**src/adccs_defs.vh**
```
// constants for the converter sequencer and serial output block
`ifndef ADCCS_DEFS_VH
`define ADCCS_DEFS_VH

// ==========================================
// timing
`define ADCCS_CLK_NS 10
`define ADCCS_CONV_TICKS 10255
`define ADCCS_CONV60_NS 66600000
`define ADCCS_CONV50_NS 80000000
`define ADCCS_TICK60_CYC ((`ADCCS_CONV60_NS / `ADCCS_CLK_NS) / `ADCCS_CONV_TICKS)
`define ADCCS_TICK50_CYC ((`ADCCS_CONV50_NS / `ADCCS_CLK_NS) / `ADCCS_CONV_TICKS)
`define ADCCS_SCK_DIV 8
`define ADCCS_DOUT_BITS 32
`define ADCCS_DOUT_MAX_NS 1670000
`define ADCCS_DOUT_TICKS (`ADCCS_DOUT_BITS * `ADCCS_SCK_DIV)
`define ADCCS_EXT_MIN_HZ 2560
`define ADCCS_EXT_TIMEOUT_CYC ((1000000000 / `ADCCS_CLK_NS) / `ADCCS_EXT_MIN_HZ)
`define ADCCS_INIT_WAIT 2'h3

// ==========================================
// register map
`define ADCCS_CTRL_OFS 4'h0
`define ADCCS_STATUS_OFS 4'h4
`define ADCCS_FRAME_OFS 4'h8
`define ADCCS_CTRL_FORCE_INT 0
`define ADCCS_ST_EOC_N 0
`define ADCCS_ST_STATE_LO 1
`define ADCCS_ST_EXT_CLK 3
`define ADCCS_ST_HOST_SCK 4
`define ADCCS_CTRL_RST 1'b0
`define ADCCS_RESP_OKAY 2'h0
`define ADCCS_RESP_SLVERR 2'h2

// ==========================================
// frame codes
`define ADCCS_CODE_OVER 30'h30000000
`define ADCCS_CODE_UNDER 30'h0fffffff

`endif

```
**src/adccs_sync.v**
```verilog
// two-stage synchroniser for asynchronous pin inputs
`timescale 1ns/1ns
module adccs_sync #(
    parameter WIDTH = 1
) (
    input wire clk,
    input wire rstn,
    input wire [WIDTH-1:0] din,
    output reg [WIDTH-1:0] dout
);

// ==========================================
// first stage feeds only the second
reg [WIDTH-1:0] meta;

always @(posedge clk) begin
    if (!rstn) begin
        meta <= {WIDTH{1'b0}};
        dout <= {WIDTH{1'b0}};
    end else begin
        meta <= din;
        dout <= meta;
    end
end

endmodule

```
**src/adccs_clksrc.v**
```verilog
// conversion clock source: internal notch timing or detected external clock
`timescale 1ns/1ns
`include "adccs_defs.vh"
module adccs_clksrc #(
    parameter EXT_TIMEOUT = `ADCCS_EXT_TIMEOUT_CYC
) (
    input wire clk,
    input wire rstn,
    input wire fsel,
    input wire force_int,
    output reg conv_tick,
    output reg ext_active
);

localparam [31:0] TICK60_W = `ADCCS_TICK60_CYC;
localparam [31:0] TICK50_W = `ADCCS_TICK50_CYC;
localparam [31:0] TIMEOUT_W = EXT_TIMEOUT;
localparam [9:0] TICK60 = TICK60_W[9:0];
localparam [9:0] TICK50 = TICK50_W[9:0];
localparam [16:0] TIMEOUT = TIMEOUT_W[16:0];

reg fsel_d;
reg seen_edge;
reg [16:0] gap_cnt;
reg [9:0] osc_cnt;
wire fsel_rise = fsel & ~fsel_d;
wire [9:0] osc_end = fsel ? TICK50 - 10'h001 : TICK60 - 10'h001;

// ==========================================
// external clock detection
always @(posedge clk) begin
    if (!rstn) begin
        fsel_d <= 1'b0;
        seen_edge <= 1'b0;
        gap_cnt <= 17'h00000;
        ext_active <= 1'b0;
    end else begin
        fsel_d <= fsel;
        if (fsel_rise) begin
            gap_cnt <= 17'h00000;
            seen_edge <= 1'b1;
            // two rising edges closer than the slowest legal period
            if (seen_edge && !force_int)
                ext_active <= 1'b1;
        end else if (gap_cnt >= TIMEOUT) begin
            seen_edge <= 1'b0;
            ext_active <= 1'b0;
        end else begin
            gap_cnt <= gap_cnt + 17'h00001;
        end
        if (force_int)
            ext_active <= 1'b0;
    end
end

// ==========================================
// tick generation; a notch change only retimes the running count
always @(posedge clk) begin
    if (!rstn) begin
        osc_cnt <= 10'h000;
        conv_tick <= 1'b0;
    end else if (ext_active) begin
        osc_cnt <= 10'h000;
        conv_tick <= fsel_rise;
    end else if (osc_cnt >= osc_end) begin
        osc_cnt <= 10'h000;
        conv_tick <= 1'b1;
    end else begin
        osc_cnt <= osc_cnt + 10'h001;
        conv_tick <= 1'b0;
    end
end

endmodule

```
**src/adccs_top.v**
```verilog
// conversion sequencer, serial frame output and axi4-lite registers
`timescale 1ns/1ns
`include "adccs_defs.vh"
module adccs_top #(
    parameter ADDR_W = 4,
    parameter CONV_TICKS = `ADCCS_CONV_TICKS,
    parameter EXT_TIMEOUT = `ADCCS_EXT_TIMEOUT_CYC
) (
    input wire clk,
    input wire rstn,
    input wire notch_clock_select,
    input wire cs_n,
    input wire sck_in,
    output reg sck_out,
    output reg sck_oe,
    output reg sdo_out,
    output reg sdo_oe,
    input wire [29:0] conv_value,
    input wire conv_over,
    input wire conv_under,
    output reg conv_start,
    input wire [ADDR_W-1:0] s_axi_awaddr,
    input wire s_axi_awvalid,
    output reg s_axi_awready,
    input wire [31:0] s_axi_wdata,
    input wire [3:0] s_axi_wstrb,
    input wire s_axi_wvalid,
    output reg s_axi_wready,
    output reg [1:0] s_axi_bresp,
    output reg s_axi_bvalid,
    input wire s_axi_bready,
    input wire [ADDR_W-1:0] s_axi_araddr,
    input wire s_axi_arvalid,
    output reg s_axi_arready,
    output reg [31:0] s_axi_rdata,
    output reg [1:0] s_axi_rresp,
    output reg s_axi_rvalid,
    input wire s_axi_rready
);

// ==========================================
// states
localparam [1:0] ST_CONV = 2'h0;
localparam [1:0] ST_SLEEP = 2'h1;
localparam [1:0] ST_DOUT = 2'h2;
localparam [31:0] CONV_LAST_W = CONV_TICKS - 1;
localparam [31:0] LAST_BIT_W = `ADCCS_DOUT_BITS - 1;
localparam [13:0] CONV_LAST = CONV_LAST_W[13:0];
localparam [5:0] LAST_BIT = LAST_BIT_W[5:0];

// ==========================================
// pin synchronisation
wire [2:0] pins_s;
wire s_fsel = pins_s[2];
// select synced inverted so reset reads as deselected, no stray drive
wire s_cs_n = ~pins_s[1];
wire s_sck = pins_s[0];

adccs_sync #(
    .WIDTH(3)
) u_sync (
    .clk(clk),
    .rstn(rstn),
    .din({notch_clock_select, ~cs_n, sck_in}),
    .dout(pins_s)
);

reg ctrl_force_int;
wire conv_tick;
wire ext_active;

adccs_clksrc #(
    .EXT_TIMEOUT(EXT_TIMEOUT)
) u_clksrc (
    .clk(clk),
    .rstn(rstn),
    .fsel(s_fsel),
    .force_int(ctrl_force_int),
    .conv_tick(conv_tick),
    .ext_active(ext_active)
);

// ==========================================
// edge detection on synchronised pins
reg cs_n_d;
reg sck_d;
wire cs_fall = cs_n_d & ~s_cs_n;
wire cs_rise = ~cs_n_d & s_cs_n;
wire ext_rise = ~sck_d & s_sck & ~s_cs_n;
wire ext_fall = sck_d & ~s_sck & ~s_cs_n;

always @(posedge clk) begin
    if (!rstn) begin
        cs_n_d <= 1'b1;
        sck_d <= 1'b0;
    end else begin
        cs_n_d <= s_cs_n;
        sck_d <= s_sck;
    end
end

// ==========================================
// serial clock mode decision
reg host_sck;
reg [1:0] init_cnt;
reg init_done;
// pin enable follows the mode decided this cycle, else one stale drive pulse
wire next_host_sck = (init_done && cs_fall) ? ~s_sck : host_sck;

// waits for the synchroniser to fill before trusting the pin
always @(posedge clk) begin
    if (!rstn) begin
        host_sck <= 1'b0;
        init_cnt <= 2'h0;
        init_done <= 1'b0;
    end else begin
        if (!init_done) begin
            if (init_cnt == `ADCCS_INIT_WAIT) begin
                init_done <= 1'b1;
                host_sck <= ~s_sck;
            end else begin
                init_cnt <= init_cnt + 2'h1;
            end
        end else if (cs_fall) begin
            host_sck <= ~s_sck;
        end
    end
end

// ==========================================
// sequencer
reg [1:0] state;
reg [1:0] next_state;
reg [13:0] conv_cnt;
reg [13:0] next_conv_cnt;
reg [31:0] frame;
reg [31:0] next_frame;
reg [31:0] frame_last;
reg [5:0] bit_cnt;
reg [5:0] next_bit_cnt;
reg sck_gen;
reg next_sck_gen;
reg [1:0] div_cnt;
reg [1:0] next_div_cnt;
reg [29:0] code;
wire int_fall = conv_tick & (div_cnt == 2'h3) & sck_gen;
wire shift_ev = host_sck ? ext_fall : int_fall;

always @* begin
    if (conv_over)
        code = `ADCCS_CODE_OVER;
    else if (conv_under)
        code = `ADCCS_CODE_UNDER;
    else
        code = {~conv_value[29], conv_value[28:0]};
end

always @* begin
    next_state = state;
    next_conv_cnt = conv_cnt;
    next_frame = frame;
    next_bit_cnt = bit_cnt;
    next_sck_gen = sck_gen;
    next_div_cnt = div_cnt;
    case (state)
        ST_CONV: begin
            if (conv_tick) begin
                if (conv_cnt == CONV_LAST) begin
                    next_state = ST_SLEEP;
                    next_frame = {1'b0, 1'b0, code};
                end else begin
                    next_conv_cnt = conv_cnt + 14'h0001;
                end
            end
        end
        ST_SLEEP: begin
            next_bit_cnt = 6'h00;
            next_div_cnt = 2'h0;
            next_sck_gen = 1'b0;
            if (!s_cs_n && host_sck && ext_rise)
                next_state = ST_DOUT;
            else if (!s_cs_n && !host_sck && !cs_fall)
                next_state = ST_DOUT;
        end
        ST_DOUT: begin
            if (s_cs_n || cs_rise) begin
                next_state = ST_CONV;
                next_conv_cnt = 14'h0000;
            end else begin
                if (!host_sck && conv_tick) begin
                    next_div_cnt = div_cnt + 2'h1;
                    if (div_cnt == 2'h3)
                        next_sck_gen = ~sck_gen;
                end
                if (shift_ev) begin
                    next_frame = {frame[30:0], 1'b1};
                    next_bit_cnt = bit_cnt + 6'h01;
                    if (bit_cnt == LAST_BIT) begin
                        next_state = ST_CONV;
                        next_conv_cnt = 14'h0000;
                    end
                end
            end
        end
        default: begin
            next_state = ST_CONV;
            next_conv_cnt = 14'h0000;
        end
    endcase
end

always @(posedge clk) begin
    if (!rstn) begin
        state <= ST_CONV;
        conv_cnt <= 14'h0000;
        frame <= 32'h00000000;
        frame_last <= 32'h00000000;
        bit_cnt <= 6'h00;
        sck_gen <= 1'b0;
        div_cnt <= 2'h0;
        conv_start <= 1'b0;
    end else begin
        state <= next_state;
        conv_cnt <= next_conv_cnt;
        frame <= next_frame;
        bit_cnt <= next_bit_cnt;
        sck_gen <= next_sck_gen;
        div_cnt <= next_div_cnt;
        conv_start <= (state != ST_CONV) && (next_state == ST_CONV);
        if (state == ST_CONV && next_state == ST_SLEEP)
            frame_last <= next_frame;
    end
end

// ==========================================
// pin drivers, all registered
always @(posedge clk) begin
    if (!rstn) begin
        sdo_out <= 1'b1;
        sdo_oe <= 1'b0;
        sck_out <= 1'b1;
        sck_oe <= 1'b0;
    end else begin
        // eoc high while converting, frame msb otherwise
        sdo_out <= (next_state == ST_CONV) ? 1'b1 : next_frame[31];
        sdo_oe <= ~s_cs_n;
        // idle high so the pin reads as self-clocked when released
        sck_out <= (next_state == ST_DOUT) ? next_sck_gen : 1'b1;
        sck_oe <= ~next_host_sck & ~s_cs_n & init_done;
    end
end

// ==========================================
// axi4-lite write channel
reg aw_full;
reg w_full;
reg [ADDR_W-1:0] aw_addr;
reg [31:0] w_data;
reg [3:0] w_strb;

always @(posedge clk) begin
    if (!rstn) begin
        aw_full <= 1'b0;
        w_full <= 1'b0;
        aw_addr <= {ADDR_W{1'b0}};
        w_data <= 32'h00000000;
        w_strb <= 4'h0;
        s_axi_awready <= 1'b1;
        s_axi_wready <= 1'b1;
        s_axi_bvalid <= 1'b0;
        s_axi_bresp <= `ADCCS_RESP_OKAY;
        ctrl_force_int <= `ADCCS_CTRL_RST;
    end else begin
        if (s_axi_awvalid && s_axi_awready) begin
            aw_full <= 1'b1;
            aw_addr <= s_axi_awaddr;
            s_axi_awready <= 1'b0;
        end
        if (s_axi_wvalid && s_axi_wready) begin
            w_full <= 1'b1;
            w_data <= s_axi_wdata;
            w_strb <= s_axi_wstrb;
            s_axi_wready <= 1'b0;
        end
        if (aw_full && w_full && !s_axi_bvalid) begin
            aw_full <= 1'b0;
            w_full <= 1'b0;
            s_axi_bvalid <= 1'b1;
            if (aw_addr[3:0] == `ADCCS_CTRL_OFS) begin
                s_axi_bresp <= `ADCCS_RESP_OKAY;
                if (w_strb[0])
                    ctrl_force_int <= w_data[`ADCCS_CTRL_FORCE_INT];
            end else if (aw_addr[3:0] == `ADCCS_STATUS_OFS ||
                         aw_addr[3:0] == `ADCCS_FRAME_OFS) begin
                s_axi_bresp <= `ADCCS_RESP_OKAY;
            end else begin
                s_axi_bresp <= `ADCCS_RESP_SLVERR;
            end
        end
        if (s_axi_bvalid && s_axi_bready) begin
            s_axi_bvalid <= 1'b0;
            s_axi_awready <= 1'b1;
            s_axi_wready <= 1'b1;
        end
    end
end

// ==========================================
// axi4-lite read channel
reg [31:0] rd_mux;
reg rd_err;

always @* begin
    rd_mux = 32'h00000000;
    rd_err = 1'b0;
    case (s_axi_araddr[3:0])
        `ADCCS_CTRL_OFS: rd_mux[`ADCCS_CTRL_FORCE_INT] = ctrl_force_int;
        `ADCCS_STATUS_OFS: begin
            rd_mux[`ADCCS_ST_EOC_N] = (state == ST_CONV);
            rd_mux[`ADCCS_ST_STATE_LO+1:`ADCCS_ST_STATE_LO] = state;
            rd_mux[`ADCCS_ST_EXT_CLK] = ext_active;
            rd_mux[`ADCCS_ST_HOST_SCK] = host_sck;
        end
        `ADCCS_FRAME_OFS: rd_mux = frame_last;
        default: rd_err = 1'b1;
    endcase
end

always @(posedge clk) begin
    if (!rstn) begin
        s_axi_arready <= 1'b1;
        s_axi_rvalid <= 1'b0;
        s_axi_rdata <= 32'h00000000;
        s_axi_rresp <= `ADCCS_RESP_OKAY;
    end else begin
        if (s_axi_arvalid && s_axi_arready) begin
            s_axi_arready <= 1'b0;
            s_axi_rvalid <= 1'b1;
            s_axi_rdata <= rd_mux;
            s_axi_rresp <= rd_err ? `ADCCS_RESP_SLVERR : `ADCCS_RESP_OKAY;
        end else if (s_axi_rvalid && s_axi_rready) begin
            s_axi_rvalid <= 1'b0;
            s_axi_arready <= 1'b1;
        end
    end
end

endmodule

```
**config.mk**
```make
export PLATFORM = sky130hd
export DESIGN_NAME = adccs_top
export DESIGN_NICKNAME = d
export VERILOG_FILES = /design/src/adccs_sync.v /design/src/adccs_clksrc.v /design/src/adccs_top.v
export VERILOG_INCLUDE_DIRS = /design/src
export SDC_FILE = /design/constraint.sdc
export NUM_CORES = 1
export LEC_CHECK = 0
export BUFFER_PORTS_ARGS = -buffer_cell sky130_fd_sc_hd__buf_4
export CAP_MARGIN = 0
export CELL_PAD_IN_SITES_DETAIL_PLACEMENT = 1
export CELL_PAD_IN_SITES_GLOBAL_PLACEMENT = 2
export CORE_MARGIN = 2
export CORE_UTILIZATION = 34
export DETAILED_ROUTE_END_ITERATION = 10
export PLACE_DENSITY_LB_ADDON = 0.1
export SYNTH_ARGS = -nofsm -noshare
export SYNTH_HDL_FRONTEND = slang
export SYNTH_HIERARCHICAL = 1
export SYNTH_SLANG_ARGS = --single-unit
```
**constraint.sdc**
```tcl
create_clock -name clk -period 2.5 [get_ports clk]
set_input_delay 0.5 -clock clk [delete_from_list [all_inputs] [get_ports clk]]
set_output_delay 0.5 -clock clk [all_outputs]
set_load 0.01 [all_outputs]
```
Word-level counts from Yosys, hierarchy flattened
Index checks and enable logic that the tools add are counted.
{"block": "totals", "reg_bits": 187, "input_bits": 86, "wordCells": 193}
{"block": "op_classes", "eq_ne": 21, "n_reduce_logical": 46, "add_sub_neg": 6, "magnitude_cmp": 2, "n_mux": 55, "n_bitwise": 24}
{"op": "$mux W32", "count": 4}
{"op": "$mux W14", "count": 5}
{"op": "$pmux W32 S2", "count": 1}
{"op": "$mux W30", "count": 2}
{"op": "$pmux W14 S3", "count": 1}
{"op": "$mux W27", "count": 1}
{"op": "$mux W2", "count": 12}
{"op": "$mux W1", "count": 20}
{"op": "$add A17 B1 Y17 const B", "count": 1}
{"op": "$ge A17 B16 Y1 const B", "count": 1}
{"op": "$logic_and A1 B1 Y1", "count": 16}
{"op": "$add A14 B1 Y14 const B", "count": 1}
{"op": "$eq A14 B14 Y1 const B", "count": 1}
{"op": "$not A1 Y1", "count": 13}
{"op": "$mux W6", "count": 2}
{"op": "$ne A2 B2 Y1 const B", "count": 6}
{"op": "$pmux W6 S2", "count": 1}
{"op": "$and A1 B1 Y1", "count": 11}
{"op": "$add A10 B1 Y10 const B", "count": 1}
{"op": "$ge A10 B10 Y1", "count": 1}
{"op": "$reduce_bool A2 Y1", "count": 5}
{"op": "$reduce_or A2 Y1", "count": 5}
{"op": "$mux W9", "count": 1}
{"op": "$reduce_and A3 Y1", "count": 3}
{"op": "21 further kinds", "count": 39}

Logic depth before layout (Yosys ltp)
Gate-level depths: netlist (run 1).
{"block": "depth", "ltp_word": 9, "mapped_depth": 9, "ltp_nobuf": 7}

By module
Netlist (run 1), hierarchy kept.
{"mod": "adccs_top", "seq_area_each_um2": 2962.8, "area_per_inst_um2": 6165.9, "n_inst": 1, "cells_each": 700}
{"mod": "adccs_clksrc", "seq_area_each_um2": 620.6, "area_per_inst_um2": 1572.8, "n_inst": 1, "cells_each": 188}
{"mod": "adccs_sync", "seq_area_each_um2": 120.1, "area_per_inst_um2": 157.7, "n_inst": 1, "cells_each": 12}

Worst setup path after synthesis (run 1)
OpenSTA, ideal clock, no wires.
{"block": "synth_timing", "path_type": "reg-to-reg", "start": "register state[0]", "end": "register conv_cnt[12]", "path_stages_with_launch": 9, "path_slack_ps": 191, "setup_ps": 115, "path_buffers": 1, "period_less_slack_ps": 2309, "arrival_ps": 2194, "path_cell_list": "dfxtp_1 -> inv_1 -> ha_1 -> and2_1 -> or2_2 -> a221oi_1 -> clkbuf_1 -> a31oi_1 -> o21ba_2"}
{"block": "synth_between", "elab_chain_len": 3, "word_cells_on_any_way": 10, "cone_classes": "6 x eq/ne; 1 x mux; 1 x bitwise; 2 x reduce/logical"}
{"element": "from (decl)", "line_no": "adccs_top.v:132", "source": "reg [1:0] state;"}
{"element": "from (signal assigned)", "line_no": "adccs_top.v:223", "source": "state <= next_state;"}
{"element": "$eq A2 B2 Y1 (tied with other cells)", "line_no": "adccs_top.v:165", "source": "case (state)"}
{"element": "$ne A3 B3 Y1 (no source line) (tied with other cells)"}
{"element": "$reduce_and A5 Y1 (no source line)"}
{"element": "to (signal assigned)", "line_no": "adccs_top.v:224", "source": "conv_cnt <= next_conv_cnt;"}
{"element": "to (decl)", "line_no": "adccs_top.v:134", "source": "reg [13:0] conv_cnt;"}
Several ways; a longest one is shown, not always the timed one.
A chain may end at the register's enable or synchronous reset.

Final worst setup path (run 1)
{"block": "layout_timing", "start": "register conv_cnt[11]", "end": "register frame_last[17]"}
{"block": "layout_between", "elab_chain_len": 6, "word_cells_on_any_way": 9, "cone_classes": "2 x eq/ne; 6 x mux; 1 x reduce/logical"}
{"element": "$eq A14 B14 Y1 (*)", "line_no": "adccs_top.v:168", "source": "if (conv_cnt == CONV_LAST) begin"}
{"element": "$mux W2", "line_no": "adccs_top.v:168"}
{"element": "$mux W2", "line_no": "adccs_top.v:167", "source": "if (conv_tick) begin"}
{"element": "$pmux W2 S3", "line_no": "adccs_top.v:165"}
{"element": "$eq A2 B1 Y1", "line_no": "adccs_top.v:230", "source": "if (state == ST_CONV && next_state == ST_SLEEP)"}
{"element": "$logic_and A1 B1 Y1", "line_no": "adccs_top.v:230"}
{"element": "to (signal assigned)", "line_no": "adccs_top.v:231", "source": "frame_last <= next_frame;"}
{"element": "to (decl)", "line_no": "adccs_top.v:138", "source": "reg [31:0] frame_last;"}
Mark *: on every way between the ends. The rest lies on a longest branch, timed or not.

==> summary.md, run 1 <==
| Metric | Value |
|---|---|
| Status | complete, no violations |
| Net Sw Frac | between 20% and 30% |
| Unrepaired setup endpoints after global routing | yes |
| Worst-case clock buffer depth | 2 |
| Synth top area share | 46.9% |
| Post-cts resize count | 0 |
| Setup TNS | 0 ps |
| CP Capture Type | flip-flop |
| Initial antenna violation count | 0 |
| Switching power | between 1.5 and 2 mW |
| Placer Congestion | approximately 0.77 |
| Vias in the first global route | around 7300 |
| Fillers | around 2700 |
| DIE HEIGHT | around 160 um |
| Die area | ~0.024 mm^2 |
| Slowest-stage cell, CP | or4_4 |
| Power Dens Cells | approximately 630 mW/mm^2 |
| CTS hold repair buffers | 0 |
| Fin nets | around 1100 |
| GRT Util Overall | a little under a fifth |
| Root Buffer | clkbuf_16 |
| Hold/Removal Path Class | in2reg |
| Final hold slack | about 280 ps |
| Synth Area in XOR/XNOR | 1.55% |
| Layout area overhead | 22.2% |
| Gr busiest metal | met2 |
| Chip width | 156 um |
| Most frequent cells in the layout | dfxtp_1 (185), nor2_1 (134), buf_4 (119) |
| Fin. Hold Viols | 0 |
| Vias per cell | around 5.5 |
| Largest area contributor in the netlist | dfxtp_1 |
| Cell-internal power | between 4 and 5 mW |
| 1st-iter DRT viols | 335 |
| Sequential share of power | 50.4% |
| IO Count | ~130 |
| GR Layer Usage met3 | under 10% |
| Reg2Reg Setup Slack | just over 80 ps |
| Clk sinks | around 190 |
| Initial core utilization | approximately a third |
| Port Buffers | 95 |
| Relative slew margins | 26.2% |
| Post-CTS Setup Repair Bufs | 0 |
| Pin count of the biggest net entering global routing | between 80 and 90 |
| DRC viols | 0 |
| Tcrit/Tclk final | between 90 and 100% |
| Post-synthesis sequential area ratio | a little under half |
| Ys async rst share | 0% |
| Worst-path clk slew | ~80 ps |
| YS warnings | 6 |
| Critical path class | reg2reg |
| Pre-antenna DRT Iters | 4 |
| Crit path arrival time | between 2000 and 3000 ps |
| Final WL | approximately 23000 um |
| Max Clk Rate | 0.413 GHz |
| Clock power frac | roughly 44% |
| CTS buffer count | 17 |
| MaxCap Viol Count | 0 |
| First-pass GRT wire length | about 37000 um |
| Synthesized area per cell | 8.77 um^2 |
| Number of diodes | 0 |
| Comb power frac | about 5.7% |
| CTS tree | built |
| Post-synth EDFFs | 0 |
| Final HPWL DP | around 16000 um |
| Clk_skew | 13.7 ps |
| Critical path fanouts, max | 31 |
| Unique cell type count in the Yosys netlist | 68 |
| Final Critical Period | around 2400 ps |
| Critical Path RT | 2820 ps |
| Crit-path leading delay family | simple AND/OR/NAND/NOR gates |
| Worst path max stage delay | 610 ps |
| Synthesized area | 0.00790 mm^2 |
| Synth Area in Adders | approximately 2.5% |
| Critical path cell sequence | or3b_2 > or4_4 > o2bb2ai_2 > buf_12 > a221oi_1 > a21oi_1 |
| Ys flop type | dfxtp_1 |
| Leakage | around 3.7 nW |
| Skew-Pair Late Insertion Delay | about 430 ps |
| Drt wl/cell | around 18 um |
| Core Util, Final | between 40 and 50% |
| CTS H-tree depth | 4 |
| Post-synthesis mux area share | less than 1% |
| Worst-Margin Slew | roughly 1100 ps |
| Yosys reg bits | approximately 190 |
| Routed via count | approximately 7100 |
| Largest family of logic cells by synthesized area | compound AO/OA/AOI/OAI gates |
| Final Slew Violations | 0 |
| Share of cells above drive strength 1 | between 10% and 20% |
| Synth top area cells | dfxtp_1 (47%), nor2_1 (6.4%), a21oi_1 (4.5%) |
| Core Box Area | 0.0227 mm^2 |
| Crit start category | flip-flop |
| Tot Pwr | ~6.0 mW |
| Total grt overflow | 0 |
| Simple-Gate Fraction of Synth Area | 21.7% |
| Compound-Gate Fraction of Synth Area | between 20 and 25% |
| Met1 Use GR | 23.5% |
| Cells after synthesis | 900 |
| ANT nets after route | 0 |
| Site Rows | 55 |
| Final setup violation count | 0 |
| Commonest non-fill, non-tap cell in the layout | dfxtp_1 |
| Peak supply drop | between 300 and 400 uV |
| Worst path bufs/invs | 1 |
| Met2 usage | 33.8% |
## path summary, 6_finish.rpt
kind | startpoint | to | cells after the start
max | conv_cnt[11]$_SDFFE_PN0P_ | frame_last[17]$_SDFFE_PN0P_ | 6
max reg2reg | conv_cnt[11]$_SDFFE_PN0P_ | frame_last[17]$_SDFFE_PN0P_ | 6
min reg2reg | u_sync/meta[1]$_SDFF_PN0_ | u_sync/dout[1]$_SDFF_PN0_ | 1
min | notch_clock_select | u_sync/meta[2]$_SDFF_PN0_ | 2
## state kept, by name, summed over array words and instances, names as in the netlist, 3 cells and up
signal	flops
aw_addr	4
bit_cnt	6
conv_cnt	14
frame	32
frame_last	32
s_axi_rdata	32
u_clksrc/gap_cnt	17
u_clksrc/osc_cnt	10
u_sync/dout	3
u_sync/meta	3
## synthesized netlist by cell type (3+ instances only)
master     instances
xor2_1             4
nor4_1             6
and4_1             3
clkbuf_1          40
ha_1              16
nor2b_1            5
a2111oi_0          3
nand3_1           26
o21ai_0           22
and2_1            18
inv_1             26
nand2_1           39
o211ai_1           3
o41ai_1            3
a211oi_1          12
buf_2             11
buf_4              6
xnor2_1           10
o31ai_1           35
nand2b_1           8
nand4_1            8
or3_1             10
nand4bb_1          3
or2_2              3
nor2_1           134
nand3b_1           4
and3_1             7
o21a_1             6
or4_1             13
a21o_1             3
dfxtp_1          185
and3b_1            3
a31oi_1            4
a221oi_1          32
a22oi_1           36
a21oi_1           71
a22o_1             5
nor3_1            37
## through the flow
step	instances	instance area, um^2	setup slack [ps]
2_1_floorplan	901	7900	191
3_3_place_gp	1253	9010	107
3_5_place_dp	1253	9010	61.1
4_1_cts	1285	9590	4.81
5_1_grt	1285	9650	-33.3
6_report	1285	9650	80.5
## cell families (layout without fill, tap and decap cells)
group / count (synthesis) / in the layout
flops: 185 / 185
buf+inv: 87 / 186
other cells: 1 / 2
fa+ha+maj: 16 / 16
compound gates: 253 / 253
xor+xnor: 14 / 14
simple gates: 341 / 341
mux: 3 / 3
## worst register-to-register path: stages, from the launching register on
cell       delay, ps
dfxtp_1          350
or3b_2           510
or4_4            610
o2bb2ai_2        170
buf_12           170
a221oi_1         370
a21oi_1          120
## per-layer routing
metal / share of wire, % / vias to the layer above / wire (um)
met1: 46 / 3483 / 10400
li1: - / 3460 / -
met4: 1.0 / 0 / 230
met5: 0 / - / 0
met3: 2.4 / 15 / 535
met2: 51 / 104 / 11400
## cell type report
type	count	area, um^2	share of cell area [%]
Tap cell	285	357	3.70
Inverter	27	101	1.05
Sequential cell	185	3700	38.4
Clock buffer	17	425	4.41
Timing Repair Buffer	127	1030	10.6
Clock inverter	15	153	1.58
Multi-Input combinational cell	629	3880	40.2
## power groups by stage
stage | Sequential (mW) | Clock, mW | Combinational (mW)
4_1_cts | 3.05 | 2.73 | 0.354
5_1_grt | 3.05 | 2.86 | 0.387
2_1_floorplan | 3.10 | 0 | 0.185
3_5_place_dp | 3.11 | 0 | 0.354
6_report | 3.05 | 2.65 | 0.346
3_3_place_gp | 3.11 | 0 | 0.336
Power figures use the tool's default switching activity.
==> inputs of run 2 (changes only) <==
- ABC_AREA: unset -> 1
- CORE_UTILIZATION: 34 -> 31
==> run 2 against run 1 <==
Effect of this change: combinational power is 45% higher; design area grew 17%; critical path depth up 5; hold slack worse by 47 ps; core utilization is 5.6 points lower; total power grew 4.9%; sequential share of layout area fell by 5.5 points; final cell count up 51%; synthesized cell count up 63%; highest routed layer unchanged.
==> summary.md, run 2 <==
| Metric | Value |
|---|---|
| Status | complete, no violations |
| Initial core utilization | between 30% and 40% |
| Root Buffer | clkbuf_16 |
| Post-synthesis sequential area ratio | 38.7% |
| Largest area contributor in the netlist | dfxtp_1 |
| MaxCap Viol Count | 0 |
| Share of cells above drive strength 1 | between 10% and 20% |
| Number of diodes | 0 |
| Synth Area in XOR/XNOR | 1.83% |
| Synth top area cells | dfxtp_1 (39%), nand2_1 (13%), nor2_1 (11%) |
| Total grt overflow | 0 |
| Fin. Hold Viols | 0 |
| Worst-Margin Slew | 560 ps |
| Yosys reg bits | approximately 190 |
| Drt wl/cell | 15.2 um |
| Relative slew margins | a little over 60% |
| DRC viols | 0 |
| FF/Latch Area | ~0.0037 mm^2 |
| Sequential share of power | 49.0% |
| Unique cell type count in the Yosys netlist | 45 |
| Synth top cells by count | nand2_1 (333), nor2_1 (290), dfxtp_1 (185) |
| Ys flop type | dfxtp_1 |
| Most common cell in the netlist | nand2_1 |
| Post-synth EDFFs | 0 |
| Chip width | approximately 180 um |
| Top flop regs | frame: 32 flops, frame_last: 32 flops, s_axi_rdata: 32 flops |
| Comb power frac | 7.9% |
| Largest family of logic cells by synthesized area | simple AND/OR/NAND/NOR gates |
| IO Count | roughly 130 |
| YS warnings | 6 |
| Cell-internal power | around 4.6 mW |
| Die area | roughly 0.032 mm^2 |
| Power Dens Cells | about 560 mW/mm^2 |
| Post-synthesis mux area share | 0% |
| Peak supply drop | 442 uV |
| Synthesized area per cell | roughly 6.5 um^2 |
| Tot Pwr | between 6 and 7 mW |
| Post-route non-filler standard cell count | between 1500 and 2000 |
| Synth Area in Adders | approximately 2.1% |
| Commonest non-fill, non-tap cell in the layout | nand2_1 |
| Routed via count | just over 9000 |
| Critical Path RT | around 2900 ps |
| Site Rows | 64 |
| Clk sinks | 185 |
| Final Slew Violations | 0 |
| First-pass GRT wire length | between 40000 and 50000 um |
| Dpl cells | about 1900 |
| Final setup violation count | 0 |
| Simple-Gate Fraction of Synth Area | between 30 and 40% |
| CTS H-tree depth | 4 |
| Cells after synthesis | approximately 1500 |
| Post-cts resize count | 0 |
| Clk_skew | between 15 and 20 ps |
| Crit path arrival time | 2580 ps |
| CTS tree | built |
| CTS hold repair buffers | 0 |
| Tcrit/Tclk final | between 80% and 90% |
| Switching power | between 1.5 and 2 mW |
| GRT Util Overall | about a fifth |
| Placer Congestion | 0.738 |
| Worst-path clk slew | 80 ps |
| Max Clk Rate | around 0.45 GHz |
| Worst-case clock buffer depth | 2 |
| Setup TNS | 0 ps |
| Leakage | approximately 5 nW |
| Unrepaired setup endpoints after global routing | no |
| Skew-Pair Late Insertion Delay | roughly 460 ps |
| Hold/Removal Path Class | in2reg |
| CTS buffer count | 17 |
| Net Sw Frac | roughly 28% |
| Vias per cell | ~4.8 |
| Post-CTS Setup Repair Bufs | 0 |
| DIE HEIGHT | around 180 um |
| Pre-antenna DRT Iters | 5 |
| Layout area overhead | 17.6% |
| Clock power frac | between 40% and 50% |
| Pin count of the biggest net entering global routing | 56 |
| Final Critical Period | 2230 ps |
| Crit start category | flip-flop |
| Port Buffers | 95 |
| Ys async rst share | 0% |
| Synthesized area | between 0.009 and 0.01 mm^2 |
| Initial antenna violation count | 0 |
| Critical path fanouts, max | 29 |
| 1st-iter DRT viols | roughly 440 |
| ANT nets after route | 0 |
| Fillers | a little under 4000 |
| Vias in the first global route | roughly 9200 |
| Fin nets | ~1600 |
| Final HPWL DP | between 20000 and 25000 um |
| Compound-Gate Fraction of Synth Area | between 9 and 10% |
| Most frequent cells in the layout | nand2_1 (333), nor2_1 (289), dfxtp_1 (185) |
| Critical path class | reg2reg |
| Area occupied by multi-input gates | 0.00497 mm^2 |
| Synth top area share | between 30% and 40% |
| CP Capture Type | flip-flop |
| Final WL | 29500 um |
| Core Box Area | approximately 0.031 mm^2 |
[run 2: cell types whose count changed after synthesis, moves of 18 or more]
cell      before  now
and2_1        18    0
inv_1         26  130
nor3_1        37   14
a22oi_1       36    0
o21ai_0       22   65
nand4_1        8   37
nand2_1       39  333
a221oi_1      32    1
o31ai_1       35    0
nand3_1       26  172
nor2_1       134  290
[run 2: cell type report]
class | instances | share of cell area (%)
multi-input cells | 1069 | 44.2
clock buffers | 18 | 3.81
repair buffers | 123 | 8.87
well taps | 396 | 4.40
clock inverters | 14 | 1.27
inverters | 136 | 4.55
flip-flops and latches | 185 | 32.9
[run 2: worst max-delay path, stage by stage (launching register included)]
cell and delay (ps):
dfxtp_1 330, inv_1 170, ha_1 310, buf_4 250
nor2_1 100, buf_12 190, nand2_1 70, nand2_1 50
nor2_1 350, nand3_1 150, nand2_1 110, nor2_1 40
[run 2: kinds of logic (layout without fill, tap and decap cells)]
kind of cell	Yosys count	count (layout)
flops	185	185
buf+inv	217	291
xor+xnor	20	20
compound gates	158	158
fa+ha+maj	16	16
other cells	1	2
simple gates	873	873
[run 2: path summary, 6_finish.rpt]
path                                                 from                          end  slack (ps)  cells after the start
worst max-delay path                  state[0]$_SDFF_PN0_  frame_last[19]$_SDFFE_PN0P_         270                     11
worst min-delay path                   notch_clock_select    u_sync/meta[2]$_SDFF_PN0_         230                      3
worst max register to register        state[0]$_SDFF_PN0_  frame_last[19]$_SDFFE_PN0P_         270                     11
worst min register to register  u_sync/meta[1]$_SDFF_PN0_    u_sync/dout[1]$_SDFF_PN0_         420                      2
[run 2: stage by stage]
stage	area (um^2)	utilization [%]	worst slack [ps]	hold slack [ps]
2_1_floorplan	9570	-	749	386
3_3_place_gp	10700	35.0	320	395
3_5_place_dp	10700	35.0	284	407
4_1_cts	11300	36.9	272	209
5_1_grt	11300	36.9	33.0	224
6_report	11300	36.9	274	233
[run 2: routing by layer]
| layer | GRT usage (%) | wire [um] |
|---|---|---|
| met1 | 27.5 | 15700 |
| met2 | 28.4 | 12500 |
| met3 | 3.12 | 1010 |
| met4 | 4.26 | 292 |
| met5 | 0 | 0 |
[run 2: power by group through the flow]
stage | sequential (mW) | clock, mW | combinational [mW]
2_1_floorplan | 3.18 | 0 | 0.266
3_3_place_gp | 3.17 | 0 | 0.500
3_5_place_dp | 3.17 | 0 | 0.511
4_1_cts | 3.11 | 2.85 | 0.513
5_1_grt | 3.12 | 2.96 | 0.575
6_report | 3.10 | 2.73 | 0.500
